<file path="src/core/beacon_pkg.sv">
// beacon_pkg: constants, register map and state type of the beacon sequencer
// assumes a 100 MHz system clock and an AXI4-Lite register master
// Operation
// - a message is 162 symbols, each valued 0 to 3
// - tone is base frequency plus symbol times 12000/8192 Hz
// - each symbol lasts the reciprocal of the spacing, about 0.683 s
// - weak-signal messages begin only on an even minute
// - messages repeat once per repeat interval in minutes
// - configured frequency is tone 0 with no correction term
// - pps pulse measures the clock to correct reference error
// - gps sets the clock and yields the four-character locator
// - gps data is taken only after a message, never during
// - reference measured in a 4 s window after message end
// - all post-message work ends within 7 s
// - enabled beacon starts at power-up and on menu exit
// - exit stops the beacon at once, even mid-message
// - keyed mode repeats stored message 1 at keying speed on schedule; the code instead sends the symbol FIFO contents, which each message empties
// - during a message show tone-0 frequency, symbol index and tone
// - between messages show clock time and next start minute
// - first message at start offset, later ones an interval apart
// - clock setting loads hours and minutes and clears seconds
package beacon_pkg;
	// ------------------------------------------------------------
	// timing
	// ------------------------------------------------------------
	localparam int CLK_HZ    = 100_000_000;
	localparam int TONE_NUM  = 12000;       // spacing numerator, Hz
	localparam int TONE_DEN  = 8192;        // spacing denominator
	localparam int DEN_SHIFT = 13;          // log2 of TONE_DEN
	localparam int SYM_COUNT = 162;
	localparam int SYM_CYC   = int'(longint'(CLK_HZ) * TONE_DEN / TONE_NUM);
	localparam int SEC_CYC   = CLK_HZ;
	localparam int MS_CYC    = CLK_HZ / 1000;
	localparam int CAL_S     = 4;           // reference window, seconds
	localparam int POST_S    = 7;           // post-message budget, seconds
	localparam int MIN_HOUR  = 60;
	localparam int HOUR_DAY  = 24;

	// ------------------------------------------------------------
	// register map, byte addresses
	// ------------------------------------------------------------
	localparam logic [11:0] A_CTRL   = 12'h000;
	localparam logic [11:0] A_FREQ   = 12'h004;
	localparam logic [11:0] A_FRAME  = 12'h008;
	localparam logic [11:0] A_START  = 12'h00C;
	localparam logic [11:0] A_SET    = 12'h010;
	localparam logic [11:0] A_TIME   = 12'h014;
	localparam logic [11:0] A_STAT   = 12'h018;
	localparam logic [11:0] A_SYM    = 12'h01C;
	localparam logic [11:0] A_DOT    = 12'h020;
	localparam logic [11:0] A_LEN    = 12'h024;
	localparam logic [11:0] A_TRIM   = 12'h028;
	localparam logic [11:0] A_LOC    = 12'h02C;

	// field positions
	localparam int CTRL_EN    = 0;
	localparam int CTRL_WSPR  = 1;
	localparam int CTRL_MENU  = 8;
	localparam int CTRL_STOP  = 9;
	localparam int STAT_UNDER = 4;
	localparam int HOUR_LSB   = 16;
	localparam int MIN_LSB    = 8;

	// values after reset
	localparam logic [31:0] FREQ_RST  = 32'h0000_0000;
	localparam logic [5:0]  FRAME_RST = 6'h0A;
	localparam logic [5:0]  START_RST = 6'h04;
	localparam logic [15:0] DOT_RST   = 16'h0064;
	localparam logic [7:0]  LEN_RST   = 8'h10;

	typedef enum logic [1:0] {
		ST_IDLE = 2'b00,
		ST_WAIT = 2'b01,
		ST_TX   = 2'b11,
		ST_POST = 2'b10
	} state_type;
endpackage

</file>
<file path="src/core/beacon_tone_sequencer.sv">
// beacon frame scheduler, symbol stepper, clock and reference calibration,
// with its AXI4-Lite registers and a symbol FIFO
// assumes a gps sentence parser on clk; pps and exit arrive as raw pins
//
// Decided for this implementation: the AXI4-Lite register port and the placing of the registers.
`timescale 1ns/1ns

// ------------------------------------------------------------
// symbol FIFO
// ------------------------------------------------------------
module beacon_fifo #(
	parameter int WIDTH = 2,
	parameter int DEPTH = 16
) (
	input  wire logic             clk,
	input  wire logic             sys_rst,
	input  wire logic [WIDTH-1:0] inData,
	input  wire logic             inValid,
	output logic                  inReady,
	output logic [WIDTH-1:0]      outData,
	output logic                  outValid,
	input  wire logic             outReady
);
	localparam int AW = $clog2(DEPTH);
	logic [WIDTH-1:0] mem [DEPTH];
	logic [AW:0]      wrPtr_q;
	logic [AW:0]      rdPtr_q;

	// extra pointer bit tells full from empty
	assign inReady  = (wrPtr_q - rdPtr_q) != (AW+1)'(DEPTH);
	assign outValid = wrPtr_q != rdPtr_q;
	assign outData  = mem[rdPtr_q[AW-1:0]];

	// storage
	always_ff @(posedge clk) begin
		if (inValid && inReady) begin
			mem[wrPtr_q[AW-1:0]] <= inData;
		end
	end

	// pointers
	always_ff @(posedge clk) begin
		if (sys_rst) begin
			wrPtr_q <= '0;
			rdPtr_q <= '0;
		end else begin
			if (inValid && inReady) begin
				wrPtr_q <= wrPtr_q + 1'b1;
			end
			if (outValid && outReady) begin
				rdPtr_q <= rdPtr_q + 1'b1;
			end
		end
	end
endmodule

// ------------------------------------------------------------
// sequencer
// ------------------------------------------------------------
module beacon_tone_sequencer #(
	parameter int SYM_CYCLES = beacon_pkg::SYM_CYC,
	parameter int SEC_CYCLES = beacon_pkg::SEC_CYC,
	parameter int MS_CYCLES  = beacon_pkg::MS_CYC
) (
	input  wire logic        clk,
	input  wire logic        sys_rst,
	input  wire logic [11:0] awaddr,
	input  wire logic        awvalid,
	output logic             awready,
	input  wire logic [31:0] wdata,
	input  wire logic [3:0]  wstrb,
	input  wire logic        wvalid,
	output logic             wready,
	output logic [1:0]       bresp,
	output logic             bvalid,
	input  wire logic        bready,
	input  wire logic [11:0] araddr,
	input  wire logic        arvalid,
	output logic             arready,
	output logic [31:0]      rdata,
	output logic [1:0]       rresp,
	output logic             rvalid,
	input  wire logic        rready,
	input  wire logic        ppsPin,
	input  wire logic        exitPin,
	input  wire logic        beaconStrap,
	input  wire logic        gpsValid,
	input  wire logic [4:0]  gpsHour,
	input  wire logic [5:0]  gpsMin,
	input  wire logic [5:0]  gpsSec,
	input  wire logic [7:0]  gpsLatDeg,
	input  wire logic [8:0]  gpsLonDeg,
	output logic             txKey,
	output logic [45:0]      freqOut,
	output logic [7:0]       symIdx,
	output logic [1:0]       toneVal,
	output logic [31:0]      refTrim,
	output logic [4:0]       clkHour,
	output logic [5:0]       clkMin,
	output logic [5:0]       nextMin
);
	import beacon_pkg::*;
	localparam int CAL_CYCLES = CAL_S * SEC_CYCLES;

	state_type   state_q;
	logic [1:0]  ppsSync_q;
	logic [1:0]  exitSync_q;
	logic [1:0]  strapSync_q;
	logic        ppsLast_q;
	logic        exitLast_q;
	logic        awHave_q;
	logic        wHave_q;
	logic [11:0] wrAddr_q;
	logic [31:0] wData_q;
	logic [3:0]  wStrb_q;
	logic        bvalid_q;
	logic        bresp_q;
	logic        rvalid_q;
	logic        rresp_q;
	logic [31:0] rdata_q;
	logic        enable_q;
	logic        modeWspr_q;
	logic [31:0] freqBase_q;
	logic [5:0]  frame_q;
	logic [5:0]  startMin_q;
	logic [15:0] dotMs_q;
	logic [7:0]  msgLen_q;
	logic        underrun_q;
	logic        bootPend_q;
	logic        bootGo_q;
	logic [31:0] secCnt_q;
	logic [5:0]  clkSec_q;
	logic [31:0] symTmr_q;
	logic [31:0] postCnt_q;
	logic        calRun_q;
	logic [31:0] calCyc_q;
	logic [31:0] calN_q;
	logic [31:0] locator_q;
	logic        ppsEdge;
	logic        exitGo;
	logic        wrDo;
	logic        wrFire;
	logic        wrOk;
	logic        rdOk;
	logic [31:0] rdVal;
	logic [31:0] wMask;
	logic        menuGo;
	logic        setGo;
	logic        secTick;
	logic        gpsTake;
	logic        fifoInReady;
	logic        fifoValid;
	logic [1:0]  fifoData;
	logic        load;
	logic        symEnd;
	logic        lastSym;
	logic [31:0] unitLast;
	logic [6:0]  advSum;
	logic [5:0]  nextAdv;
	logic [8:0]  lonP;
	logic [7:0]  latP;

	// ------------------------------------------------------------
	// pins and register bus
	// ------------------------------------------------------------
	// two flops per pin; only the second feeds edge logic
	always_ff @(posedge clk) begin
		if (sys_rst) begin
			ppsSync_q  <= 2'h0;
			exitSync_q <= 2'h0;
			ppsLast_q  <= 1'b0;
			exitLast_q <= 1'b0;
		end else begin
			ppsSync_q  <= {ppsSync_q[0], ppsPin};
			exitSync_q <= {exitSync_q[0], exitPin};
			ppsLast_q  <= ppsSync_q[1];
			exitLast_q <= exitSync_q[1];
		end
	end
	assign ppsEdge = ppsSync_q[1] && !ppsLast_q;

	// strap is a pin too; no reset here, so its level has settled by the time reset lets go
	always_ff @(posedge clk) begin
		strapSync_q <= {strapSync_q[0], beaconStrap};
	end

	// a symbol write waits while the FIFO is full, so bresp stalls too
	assign wrDo    = awHave_q && wHave_q && !bvalid_q;
	assign wrFire  = wrDo && (wrAddr_q != A_SYM || fifoInReady);
	assign wMask   = {{8{wStrb_q[3]}}, {8{wStrb_q[2]}}, {8{wStrb_q[1]}}, {8{wStrb_q[0]}}};
	assign menuGo  = wrFire && wrAddr_q == A_CTRL && wData_q[CTRL_MENU];
	assign setGo   = wrFire && wrAddr_q == A_SET;
	assign exitGo  = (exitSync_q[1] && !exitLast_q) || (wrFire && wrAddr_q == A_CTRL && wData_q[CTRL_STOP]);
	assign awready = !awHave_q;
	assign wready  = !wHave_q;
	assign bvalid  = bvalid_q;
	assign bresp   = {bresp_q, 1'b0};
	assign arready = !rvalid_q;
	assign rvalid  = rvalid_q;
	assign rresp   = {rresp_q, 1'b0};
	assign rdata   = rdata_q;

	// write decode
	always_comb begin
		if (wrAddr_q == A_CTRL || wrAddr_q == A_FREQ || wrAddr_q == A_FRAME || wrAddr_q == A_START) begin
			wrOk = 1'b1;
		end else if (wrAddr_q == A_SET || wrAddr_q == A_STAT || wrAddr_q == A_SYM) begin
			wrOk = 1'b1;
		end else if (wrAddr_q == A_DOT || wrAddr_q == A_LEN) begin
			wrOk = 1'b1;
		end else begin
			wrOk = 1'b0;
		end
	end

	// write channel capture and response
	always_ff @(posedge clk) begin
		if (sys_rst) begin
			awHave_q <= 1'b0;
			wHave_q  <= 1'b0;
			wrAddr_q <= 12'h000;
			wData_q  <= 32'h0000_0000;
			wStrb_q  <= 4'h0;
			bvalid_q <= 1'b0;
			bresp_q  <= 1'b0;
		end else begin
			if (awvalid && !awHave_q) begin
				awHave_q <= 1'b1;
				wrAddr_q <= awaddr;
			end
			if (wvalid && !wHave_q) begin
				wHave_q <= 1'b1;
				wData_q <= wdata;
				wStrb_q <= wstrb;
			end
			if (wrFire) begin
				awHave_q <= 1'b0;
				wHave_q  <= 1'b0;
				bvalid_q <= 1'b1;
				bresp_q  <= !wrOk;
			end else if (bvalid_q && bready) begin
				bvalid_q <= 1'b0;
			end
		end
	end

	// read decode; unmapped addresses answer zero with SLVERR
	always_comb begin
		rdOk  = 1'b1;
		rdVal = 32'h0000_0000;
		if (araddr == A_CTRL) begin
			rdVal = {30'h0, modeWspr_q, enable_q};
		end else if (araddr == A_FREQ) begin
			rdVal = freqBase_q;
		end else if (araddr == A_FRAME) begin
			rdVal = {26'h0, frame_q};
		end else if (araddr == A_START) begin
			rdVal = {26'h0, startMin_q};
		end else if (araddr == A_TIME) begin
			rdVal = {11'h0, clkHour, 2'h0, clkMin, 2'h0, clkSec_q};
		end else if (araddr == A_STAT) begin
			rdVal = {2'h0, nextMin, 6'h0, toneVal, symIdx, 3'h0, underrun_q, 2'h0, state_q};
		end else if (araddr == A_DOT) begin
			rdVal = {16'h0, dotMs_q};
		end else if (araddr == A_LEN) begin
			rdVal = {24'h0, msgLen_q};
		end else if (araddr == A_TRIM) begin
			rdVal = refTrim;
		end else if (araddr == A_LOC) begin
			rdVal = locator_q;
		end else if (araddr != A_SET && araddr != A_SYM) begin
			rdOk = 1'b0;
		end
	end

	// read channel
	always_ff @(posedge clk) begin
		if (sys_rst) begin
			rvalid_q <= 1'b0;
			rresp_q  <= 1'b0;
			rdata_q  <= 32'h0000_0000;
		end else if (arvalid && !rvalid_q) begin
			rvalid_q <= 1'b1;
			rresp_q  <= !rdOk;
			rdata_q  <= rdVal;
		end else if (rready) begin
			rvalid_q <= 1'b0;
		end
	end

	// configuration; enable is caught from the strap after reset release
	always_ff @(posedge clk) begin
		if (sys_rst) begin
			enable_q   <= 1'b0;
			modeWspr_q <= 1'b1;
			freqBase_q <= FREQ_RST;
			frame_q    <= FRAME_RST;
			startMin_q <= START_RST;
			dotMs_q    <= DOT_RST;
			msgLen_q   <= LEN_RST;
			bootPend_q <= 1'b1;
			bootGo_q   <= 1'b0;
		end else begin
			bootPend_q <= 1'b0;
			bootGo_q   <= bootPend_q;
			if (bootPend_q) begin
				enable_q <= strapSync_q[1];
			end else if (wrFire && wrAddr_q == A_CTRL && wStrb_q[0]) begin
				enable_q   <= wData_q[CTRL_EN];
				modeWspr_q <= wData_q[CTRL_WSPR];
			end
			if (wrFire && wrAddr_q == A_FREQ) begin
				freqBase_q <= (freqBase_q & ~wMask) | (wData_q & wMask);
			end
			if (wrFire && wrAddr_q == A_FRAME && wStrb_q[0]) begin
				frame_q <= wData_q[5:0];
			end
			if (wrFire && wrAddr_q == A_START && wStrb_q[0]) begin
				startMin_q <= wData_q[5:0];
			end
			if (wrFire && wrAddr_q == A_DOT) begin
				dotMs_q <= (dotMs_q & ~wMask[15:0]) | (wData_q[15:0] & wMask[15:0]);
			end
			if (wrFire && wrAddr_q == A_LEN && wStrb_q[0]) begin
				msgLen_q <= wData_q[7:0];
			end
		end
	end

	beacon_fifo #(
		.WIDTH(2),
		.DEPTH(16)
	) symFifo (
		.clk     (clk),
		.sys_rst (sys_rst),
		.inData  (wData_q[1:0]),
		.inValid (wrDo && wrAddr_q == A_SYM),
		.inReady (fifoInReady),
		.outData (fifoData),
		.outValid(fifoValid),
		.outReady(load)
	);

	// ------------------------------------------------------------
	// real-time clock
	// ------------------------------------------------------------
	assign secTick = secCnt_q == 32'(SEC_CYCLES - 1);
	assign gpsTake = state_q == ST_POST && gpsValid;

	// manual setting first, then gps, then the seconds tick
	always_ff @(posedge clk) begin
		if (sys_rst) begin
			secCnt_q <= 32'h0;
			clkSec_q <= 6'h0;
			clkMin   <= 6'h0;
			clkHour  <= 5'h0;
		end else if (setGo) begin
			secCnt_q <= 32'h0;
			clkSec_q <= 6'h0;
			clkMin   <= wData_q[MIN_LSB +: 6];
			clkHour  <= wData_q[HOUR_LSB +: 5];
		end else if (gpsTake) begin
			secCnt_q <= 32'h0;
			clkSec_q <= gpsSec;
			clkMin   <= gpsMin;
			clkHour  <= gpsHour;
		end else if (secTick) begin
			secCnt_q <= 32'h0;
			clkSec_q <= (clkSec_q == 6'(MIN_HOUR - 1)) ? 6'h0 : clkSec_q + 6'h1;
			if (clkSec_q == 6'(MIN_HOUR - 1)) begin
				clkMin <= (clkMin == 6'(MIN_HOUR - 1)) ? 6'h0 : clkMin + 6'h1;
				if (clkMin == 6'(MIN_HOUR - 1)) begin
					clkHour <= (clkHour == 5'(HOUR_DAY - 1)) ? 5'h0 : clkHour + 5'h1;
				end
			end
		end else begin
			secCnt_q <= secCnt_q + 32'h1;
		end
	end

	// locator square from whole degrees; lat and lon are signed
	assign lonP = gpsLonDeg + 9'd180;
	assign latP = gpsLatDeg + 8'd90;
	always_ff @(posedge clk) begin
		if (sys_rst) begin
			locator_q <= 32'h4141_3030;
		end else if (gpsTake) begin
			locator_q <= {8'h41 + 8'(lonP / 9'd20), 8'h41 + latP / 8'd10,
				8'h30 + 8'((lonP % 9'd20) / 9'd2), 8'h30 + latP % 8'd10};
		end
	end

	// ------------------------------------------------------------
	// frame scheduler and symbol stepper
	// ------------------------------------------------------------
	assign advSum   = {1'b0, nextMin} + {1'b0, frame_q};
	assign nextAdv  = (advSum >= 7'(MIN_HOUR)) ? 6'(advSum - 7'(MIN_HOUR)) : advSum[5:0];
	assign unitLast = modeWspr_q ? 32'(SYM_CYCLES - 1)
		: 32'((dotMs_q == 16'h0 ? 32'h1 : {16'h0, dotMs_q}) * MS_CYCLES - 1);
	assign symEnd   = symTmr_q == unitLast;
	assign lastSym  = symIdx == (modeWspr_q ? 8'(SYM_COUNT - 1) : msgLen_q - 8'h1);
	assign load     = (state_q == ST_WAIT && secCnt_q == 32'h0 && clkSec_q == 6'h0 && clkMin == nextMin
		&& !(modeWspr_q && clkMin[0]) && !exitGo) || (state_q == ST_TX && symEnd && !lastSym && !exitGo);

	// state, index, timers
	always_ff @(posedge clk) begin
		if (sys_rst) begin
			state_q   <= ST_IDLE;
			nextMin   <= START_RST;
			symIdx    <= 8'h0;
			symTmr_q  <= 32'h0;
			postCnt_q <= 32'h0;
		end else if (exitGo) begin
			state_q <= ST_IDLE;
		end else begin
			case (state_q)
				ST_IDLE: begin
					if (enable_q && (menuGo || bootGo_q)) begin
						state_q <= ST_WAIT;
						nextMin <= startMin_q;
					end
				end
				ST_WAIT: begin
					if (load) begin
						state_q  <= ST_TX;
						symIdx   <= 8'h0;
						symTmr_q <= 32'h0;
					end else if (secCnt_q == 32'h0 && clkSec_q == 6'h0 && clkMin == nextMin) begin
						nextMin <= nextAdv;
					end
				end
				ST_TX: begin
					symTmr_q <= symEnd ? 32'h0 : symTmr_q + 32'h1;
					if (symEnd && lastSym) begin
						state_q   <= ST_POST;
						postCnt_q <= 32'h0;
						nextMin   <= nextAdv;
					end else if (symEnd) begin
						symIdx <= symIdx + 8'h1;
					end
				end
				ST_POST: begin
					postCnt_q <= postCnt_q + 32'h1;
					if (postCnt_q == 32'(CAL_CYCLES - 1)) begin
						state_q <= ST_WAIT;
					end
				end
				default: state_q <= ST_IDLE;
			endcase
		end
	end

	// tone taken from the FIFO; an empty FIFO sends tone 0 and flags it
	always_ff @(posedge clk) begin
		if (sys_rst) begin
			toneVal    <= 2'h0;
			underrun_q <= 1'b0;
		end else begin
			if (load) begin
				toneVal <= fifoValid ? fifoData : 2'h0;
			end
			if (load && !fifoValid) begin
				underrun_q <= 1'b1;
			end else if (wrFire && wrAddr_q == A_STAT && wData_q[STAT_UNDER]) begin
				underrun_q <= 1'b0;
			end
		end
	end

	// key and output frequency; base is tone 0 with nothing added
	always_ff @(posedge clk) begin
		if (sys_rst) begin
			txKey   <= 1'b0;
			freqOut <= 46'h0;
		end else begin
			txKey   <= state_q == ST_TX && !exitGo && (modeWspr_q || toneVal[0]);
			freqOut <= 46'({freqBase_q, 13'h0}) + 46'(modeWspr_q ? toneVal : 2'h0) * 46'(TONE_NUM);
		end
	end

	// reference: cycles between pps edges in the post window
	always_ff @(posedge clk) begin
		if (sys_rst) begin
			calRun_q <= 1'b0;
			calCyc_q <= 32'h0;
			calN_q   <= 32'h0;
			refTrim  <= 32'h0;
		end else if (state_q != ST_POST) begin
			calRun_q <= 1'b0;
			calCyc_q <= 32'h0;
			calN_q   <= 32'h0;
		end else if (ppsEdge) begin
			calRun_q <= 1'b1;
			calCyc_q <= calCyc_q + 32'h1;
			if (calRun_q) begin
				calN_q  <= calN_q + 32'h1;
				refTrim <= calCyc_q - (calN_q + 32'h1) * 32'(SEC_CYCLES);
			end
		end else if (calRun_q) begin
			calCyc_q <= calCyc_q + 32'h1;
		end
	end
endmodule

</file>
<file path="config.mk">
export PLATFORM = sky130hd
export DESIGN_NAME = beacon_tone_sequencer
export DESIGN_NICKNAME = d
export VERILOG_FILES = /design/src/core/beacon_pkg.sv /design/src/core/beacon_tone_sequencer.sv
export SDC_FILE = /design/constraint.sdc
export NUM_CORES = 2
export LEC_CHECK = 0
export BUFFER_PORTS_ARGS = -buffer_cell sky130_fd_sc_hd__buf_2
export CAP_MARGIN = 20
export CORE_AREA = 3 3 254 256
export CTS_CLUSTER_SIZE = 25
export DETAILED_ROUTE_END_ITERATION = 10
export DIE_AREA = 0 0 257 259
export PLACE_DENSITY = 0.77
export RECOVER_POWER = 25
export SYNTH_ARGS = -nofsm -noshare
export SYNTH_HDL_FRONTEND = slang
export SYNTH_SLANG_ARGS = --single-unit
</file>
<file path="constraint.sdc">
create_clock -name clk -period 8.29 [get_ports clk]
set_input_delay 0.4145 -clock clk [delete_from_list [all_inputs] [get_ports clk]]
set_output_delay 0.4145 -clock clk [all_outputs]
set_load 0.1 [all_outputs]
</file>
## Word-level counts from Yosys, hierarchy flattened

Memory sizes are Yosys's and may differ from the RTL's. A register that Yosys moved wholly into a read port is not among the register bits.
Cells that the tools add are included.

| storage, ports and cells | value |
|---|---|
| bits in registers | 484 |
| bits in writable memories | 32 |
| bits of input ports | 105 |
| output and inout bits | 147 |
| logic and storage cells | 309 |
| memories kept | 1 |

| cells by class | value |
|---|---|
| add/subtract/negate cells | 24 |
| $mul | 3 |
| div/mod/pow operators | 4 |
| $lt $le $gt $ge | 1 |
| equal/unequal tests | 42 |
| mux-type cells | 78 |
| bitwise operators | 11 |
| reductions and logical operators | 101 |

Memory list:

| name | words | bits a word | read ports | clocked after Yosys merged registers in | wr ports | RTL line | RTL |
|---|---|---|---|---|---|---|---|
| symFifo.mem | 16 | 2 | 1 | 1 | 1 | beacon_tone_sequencer.sv:25 | `logic [WIDTH-1:0] mem [DEPTH];` |

Operators with widths:

| kind | number |
|---|---|
| $mux 32 | 16 |
| $add 32x1->32 const B | 5 |
| $pmux 32 s2 | 2 |
| $mux 6 | 13 |
| $eq 12x6->1 const B | 6 |
| $and 32x32->32 | 2 |
| $eq 12x5->1 const B | 5 |
| $eq 12x4->1 const B | 4 |
| $add 45x16->46 | 1 |
| $logic_and 1x1->1 | 45 |
| $ne 12x5->1 const B | 3 |
| $and 16x16->16 | 2 |
| $eq 32x27->1 const B | 1 |
| $eq 32x29->1 const B | 1 |
| $eq 32x32->1 | 1 |
| $logic_not 32->1 | 1 |
| $mul 32x19->24 const B | 1 |
| $mux 8 | 4 |
| $not 32->32 | 1 |
| $or 32x32->32 | 1 |
| $sub 32x1->32 const B | 1 |
| $sub 32x32->32 | 1 |
| $mux 5 | 6 |
| $mul 16x12->27 const B | 1 |
| 53 further kinds | 140 |

## Depth between registers and ports, before layout

| depth | value |
|---|---|
| depth after elaboration | 14 |
| mapped depth | 35 |
| mapped depth without buffers | 35 |

## By module

From an unflattened synthesis, not the netlist that was laid out.

| unflattened totals | value |
|---|---|
| cells, all modules | 4,146 |
| area total of the unflattened synthesis | 34,917.2 µm² |

By module, submodules not included:

| module | times used | cells an instance | area each (µm²) | seq. area each (µm²) |
|---|---|---|---|---|
| beacon_tone_sequencer | 1 | 3,998 | 32,840.2 | 9,088.7 |
| beacon_fifo | 1 | 148 | 2,077.0 | 1,241.2 |

## Least setup slack after synthesis

No wires, ideal clock.

| timing path | value |
|---|---|
| kind | register to register |
| start | register with a tool-made name |
| end | register postCnt_q[25] |
| library setup time | 70 ps |
| data arrival time | 8,225 ps |
| data required time | 8,220 ps |
| path slack | -5 ps |
| stages on the path, launching flop included | 29 |
| path buffers | 2 |
| clock period less this slack | 8,295 ps |
| cell sequence | dfxtp_1 -> inv_1 -> ha_1 -> nand4_1 -> nor4_1 -> clkbuf_1 -> nor2_1 -> ha_1 -> ha_1 -> inv_1 -> fa_1 -> fa_1 -> fa_1 -> inv_1 -> ha_1 -> o21a_1 -> o211a_1 -> a221oi_1 -> nand3_1 -> and2_1 -> buf_2 -> xor2_4 -> a2111oi_2 -> mux2_2 -> a2111oi_4 -> nand4_4 -> a2111oi_4 -> or3b_1 -> a21oi_1 |

RTL lines:

| what | RTL line | RTL |
|---|---|---|
| end signal, assigned | beacon_tone_sequencer.sv:443 | `postCnt_q <= postCnt_q + 32'h1;` |
| end, declared | beacon_tone_sequencer.sv:134 | `logic [31:0] postCnt_q;` |

==> metrics.md <==
| Metric | Value |
|---|---|
| Final net count | 4892 |
| Worst path slowest cell | fa_1 |
| Router iterations before antenna repair | 7 |
| DIE HEIGHT | 259 µm |
| Peak supply drop | 0.0002034 V |
| GRT Total Usage | 0.3002 |
| ANT nets after route | 0 |
| Placed Instance Area | between 30000 and 40000 µm² |
| Area delta synth->final | 12.03% |
| CTS max path bufs | 3 |
| Crit share post-route | 0.9727 |
| Routed vias/inst | 5.858 |
| Die width | 257 µm |
| Initial antenna violation count | 3 |
| CP Class | reg2reg |
| Cell Area, Synth | 34900 µm² |
| Post-route cell area | ~39000 µm² |
| Hold Path Origin | awvalid |
| Placed cells | between 5000 and 6000 |
| Synthesis-stage register bit count | 500 |
| Total DRC errors in the routed layout | 0 |
| Avg Cell Area, Syn | approximately 8.4 µm² |
| Initial core utilization | 0.5563 |
| Pin count of the biggest net entering global routing | 118 |
| Critical path arrival | 8610 ps |
| Skew final | 33.06 ps |
| Minimum clock period | 8063 ps |
| Critical Path End Type | flop |
| Vias in the first global route | 29180 |
| Leakage | 16.33 nW |
| Buffers added on ports | ~240 |
| Status | complete, but fails checks |
| Final setup violating endpoints | 0 |
| CTS tree | done |
| CTS sink cnt | 500 |
| Max-slew violation count | 120 |
| Worst-Margin Slew | roughly 3400 ps |
| Min-Delay Path Class | in2reg |
| Reg2reg setup slack | 230 ps |
| Ports | approximately 250 |
| Final Non-Filler Cells | 5267 |
| CTS H-tree lvls | 2 |
| RSZ-0062 raised after global routing | true |
| Area of the core | around 63000 µm² |
| Failing checks | capacitance limit, slew limit |
| Residual overflow from global routing | 0 |
| CP Max Fanout | 33 |
| Row count | 92 |
| Cts bufs inserted | 53 |
| CP Launch Type | flop |
| First-pass GRT wire length | roughly 160000 µm |
| WL/cell | 19.50 µm |
| Relative slew slack | -1.269 |
| CTS Root Cell | clkbuf_16 |
| Yosys warns | 0 |
| Number of synthesized flops with an enable pin | 32 |
| Die Area | 66560 µm² |
| Register Area | 10330 µm² |
| F_max | approximately 120 MHz |
| CP peak stage delay | 550 ps |
| Area of the multi-input gates | 22560 µm² |
| Async SR Flop Fraction | 0 |
| Share of layout cells above drive strength 1 | 0.09774 |
| Max-cap check violation count | 3 |
| Most used flip-flop cell after synthesis | dfxtp_1 |
| Drt initial violations | 2691 |
| Routed wire length | a little over 100000 µm |
| Seq/Total Area, Yosys | 0.2960 |
| Yosys cell types | 102 |
| Critical Path RT | 8830 ps |
| Gpl congestion | roughly 1 |
| Worst-skew pair later-pin latency | 630 ps |
| Clock-pin slew on the worst setup and hold paths | approximately 60 ps |
| Via count | 30850 |
| Post-synthesis cell count | 4174 |
| Count of final hold-check violations | 0 |
| Fillers | 5393 |
| Post-DP HPWL | about 79000 µm |
| PD cells | 144.6 nW/µm² |
[cell usage in the layout, fill, tap and decap left out, types with 27 or more instances in the layout]
master / Yosys / layout
and3_1: 72 / 71
nand2b_1: 27 / 27
buf_2: 11 / 155
edfxtp_1: 32 / 32
nand4_1: 57 / 57
mux2i_1: 101 / 101
xor2_1: 152 / 150
clkbuf_16: 0 / 55
ha_1: 266 / 263
inv_1: 365 / 362
nor3_1: 85 / 83
dfxtp_1: 468 / 468
a211oi_1: 36 / 36
o21ai_0: 128 / 128
fa_1: 145 / 145
buf_4: 14 / 81
nand3_1: 133 / 132
o211ai_1: 27 / 27
nor2_1: 449 / 448
clkbuf_1: 159 / 96
or3_1: 46 / 46
a21o_1: 31 / 31
xnor2_1: 153 / 152
a21oi_1: 288 / 285
nand2_1: 464 / 463
nor2b_1: 35 / 34
[power breakdown]
| group | internal [W] | switching [W] |
|---|---|---|
| clock | 0.00153 | 0.00106 |
| sequential | 0.00246 | 0.0000405 |
| combinational | 0.000186 | 0.000391 |
[layer usage]
| layer | up-vias | share of wire | GRT usage |
|---|---|---|---|
| met5 | - | 0.00026 | 0 |
| met4 | 4 | 0.038 | 0.1074 |
| met3 | 205 | 0.096 | 0.06312 |
| met2 | 1283 | 0.45 | 0.4830 |
| met1 | 14640 | 0.42 | 0.4006 |
| li1 | 14720 | - | - |
[layout make-up]
class | count | area share
clock buffer | 70 | 0.03920
clock inverter | 29 | 0.009504
multi-input combinational | 3116 | 0.5771
timing repair buffer | 340 | 0.04787
antenna | 1 | 0.00006400
sequential | 500 | 0.2642
inverter | 365 | 0.03504
tap | 846 | 0.02707
[cells in the mapped netlist, types with 9 or more instances]
library cell | instances | area share
dfxtp_1 | 468 | 0.27
nand2_1 | 464 | 0.050
nor2_1 | 449 | 0.048
inv_1 | 365 | 0.039
a21oi_1 | 288 | 0.041
ha_1 | 266 | 0.095
clkbuf_1 | 159 | 0.017
xnor2_1 | 153 | 0.038
xor2_1 | 152 | 0.038
fa_1 | 145 | 0.083
nand3_1 | 133 | 0.019
o21ai_0 | 128 | 0.018
mux2i_1 | 101 | 0.029
nor3_1 | 85 | 0.012
and3_1 | 72 | 0.013
nand4_1 | 57 | 0.010
or3_1 | 46 | 0.0082
a211oi_1 | 36 | 0.0077
nor2b_1 | 35 | 0.0063
edfxtp_1 | 32 | 0.028
a21o_1 | 31 | 0.0067
nor4_1 | 28 | 0.0050
and2_1 | 27 | 0.0048
nand2b_1 | 27 | 0.0048
o211ai_1 | 27 | 0.0058
a221oi_1 | 21 | 0.0053
o31ai_1 | 21 | 0.0045
or4_1 | 16 | 0.0034
a31oi_1 | 15 | 0.0027
buf_4 | 14 | 0.0030
o21a_1 | 14 | 0.0030
o221ai_1 | 13 | 0.0033
buf_1 | 12 | 0.0013
nand3b_1 | 12 | 0.0026
nor4b_1 | 12 | 0.0030
a311oi_1 | 11 | 0.0028
a31o_2 | 11 | 0.0028
buf_2 | 11 | 0.0016
mux4_2 | 10 | 0.0065
o22ai_1 | 10 | 0.0018
or2_2 | 10 | 0.0018
a211o_1 | 9 | 0.0023
and4_1 | 9 | 0.0023
[cells by family after synthesis]
family	Yosys count	share of synthesized area
AND/OR/NAND/NOR	1518	0.2053
AO/OA/AOI/OAI	744	0.1380
buffers and inverters	565	0.06335
flip-flops	500	0.2960
adder cells (fa/ha/maj)	418	0.1805
XOR/XNOR	308	0.07862
multiplexers	119	0.03800
other	2	0.0002152
[path summary, 6_finish.rpt]
path                     to  depth (start not counted)
max reg2reg    postCnt_q[7]                         31
min                awHave_q                          2
min reg2reg  strapSync_q[1]                          0
max            postCnt_q[7]                         31
[repair_timing]
item                       CTS  global route
buffers inserted             0            12
hold buffers                 9             0
resized for setup            1            30
hold endpoints to repair     9             0
setup endpoints to repair    1            90
cloned                       0             1
pin swaps                    0            14
[per-stage QoR]
stage,TNS [ps],worst slack [ps],power (W),util,hold WS (ps)
after floorplan,0,119.3,0.002966,-,309.6
after global placement,0,98.26,0.003105,0.5895,313.7
after detailed placement,0,29.64,0.003114,0.5897,318.9
after CTS,0,47.90,0.005673,0.6217,0.7440
after global routing,-523.0,-92.97,0.005825,0.6232,29.82
final,0,226.6,0.005655,0.6233,28.36
[critical path: cells and delay by family (launching register included)]
kind,cells,cell delay [ps]
fa+ha+maj,7,2600
compound gates,7,1670
buf+inv,7,950
flops,1,320
simple gates,10,2460
Note: power is estimated with default switching activity, not from simulation.
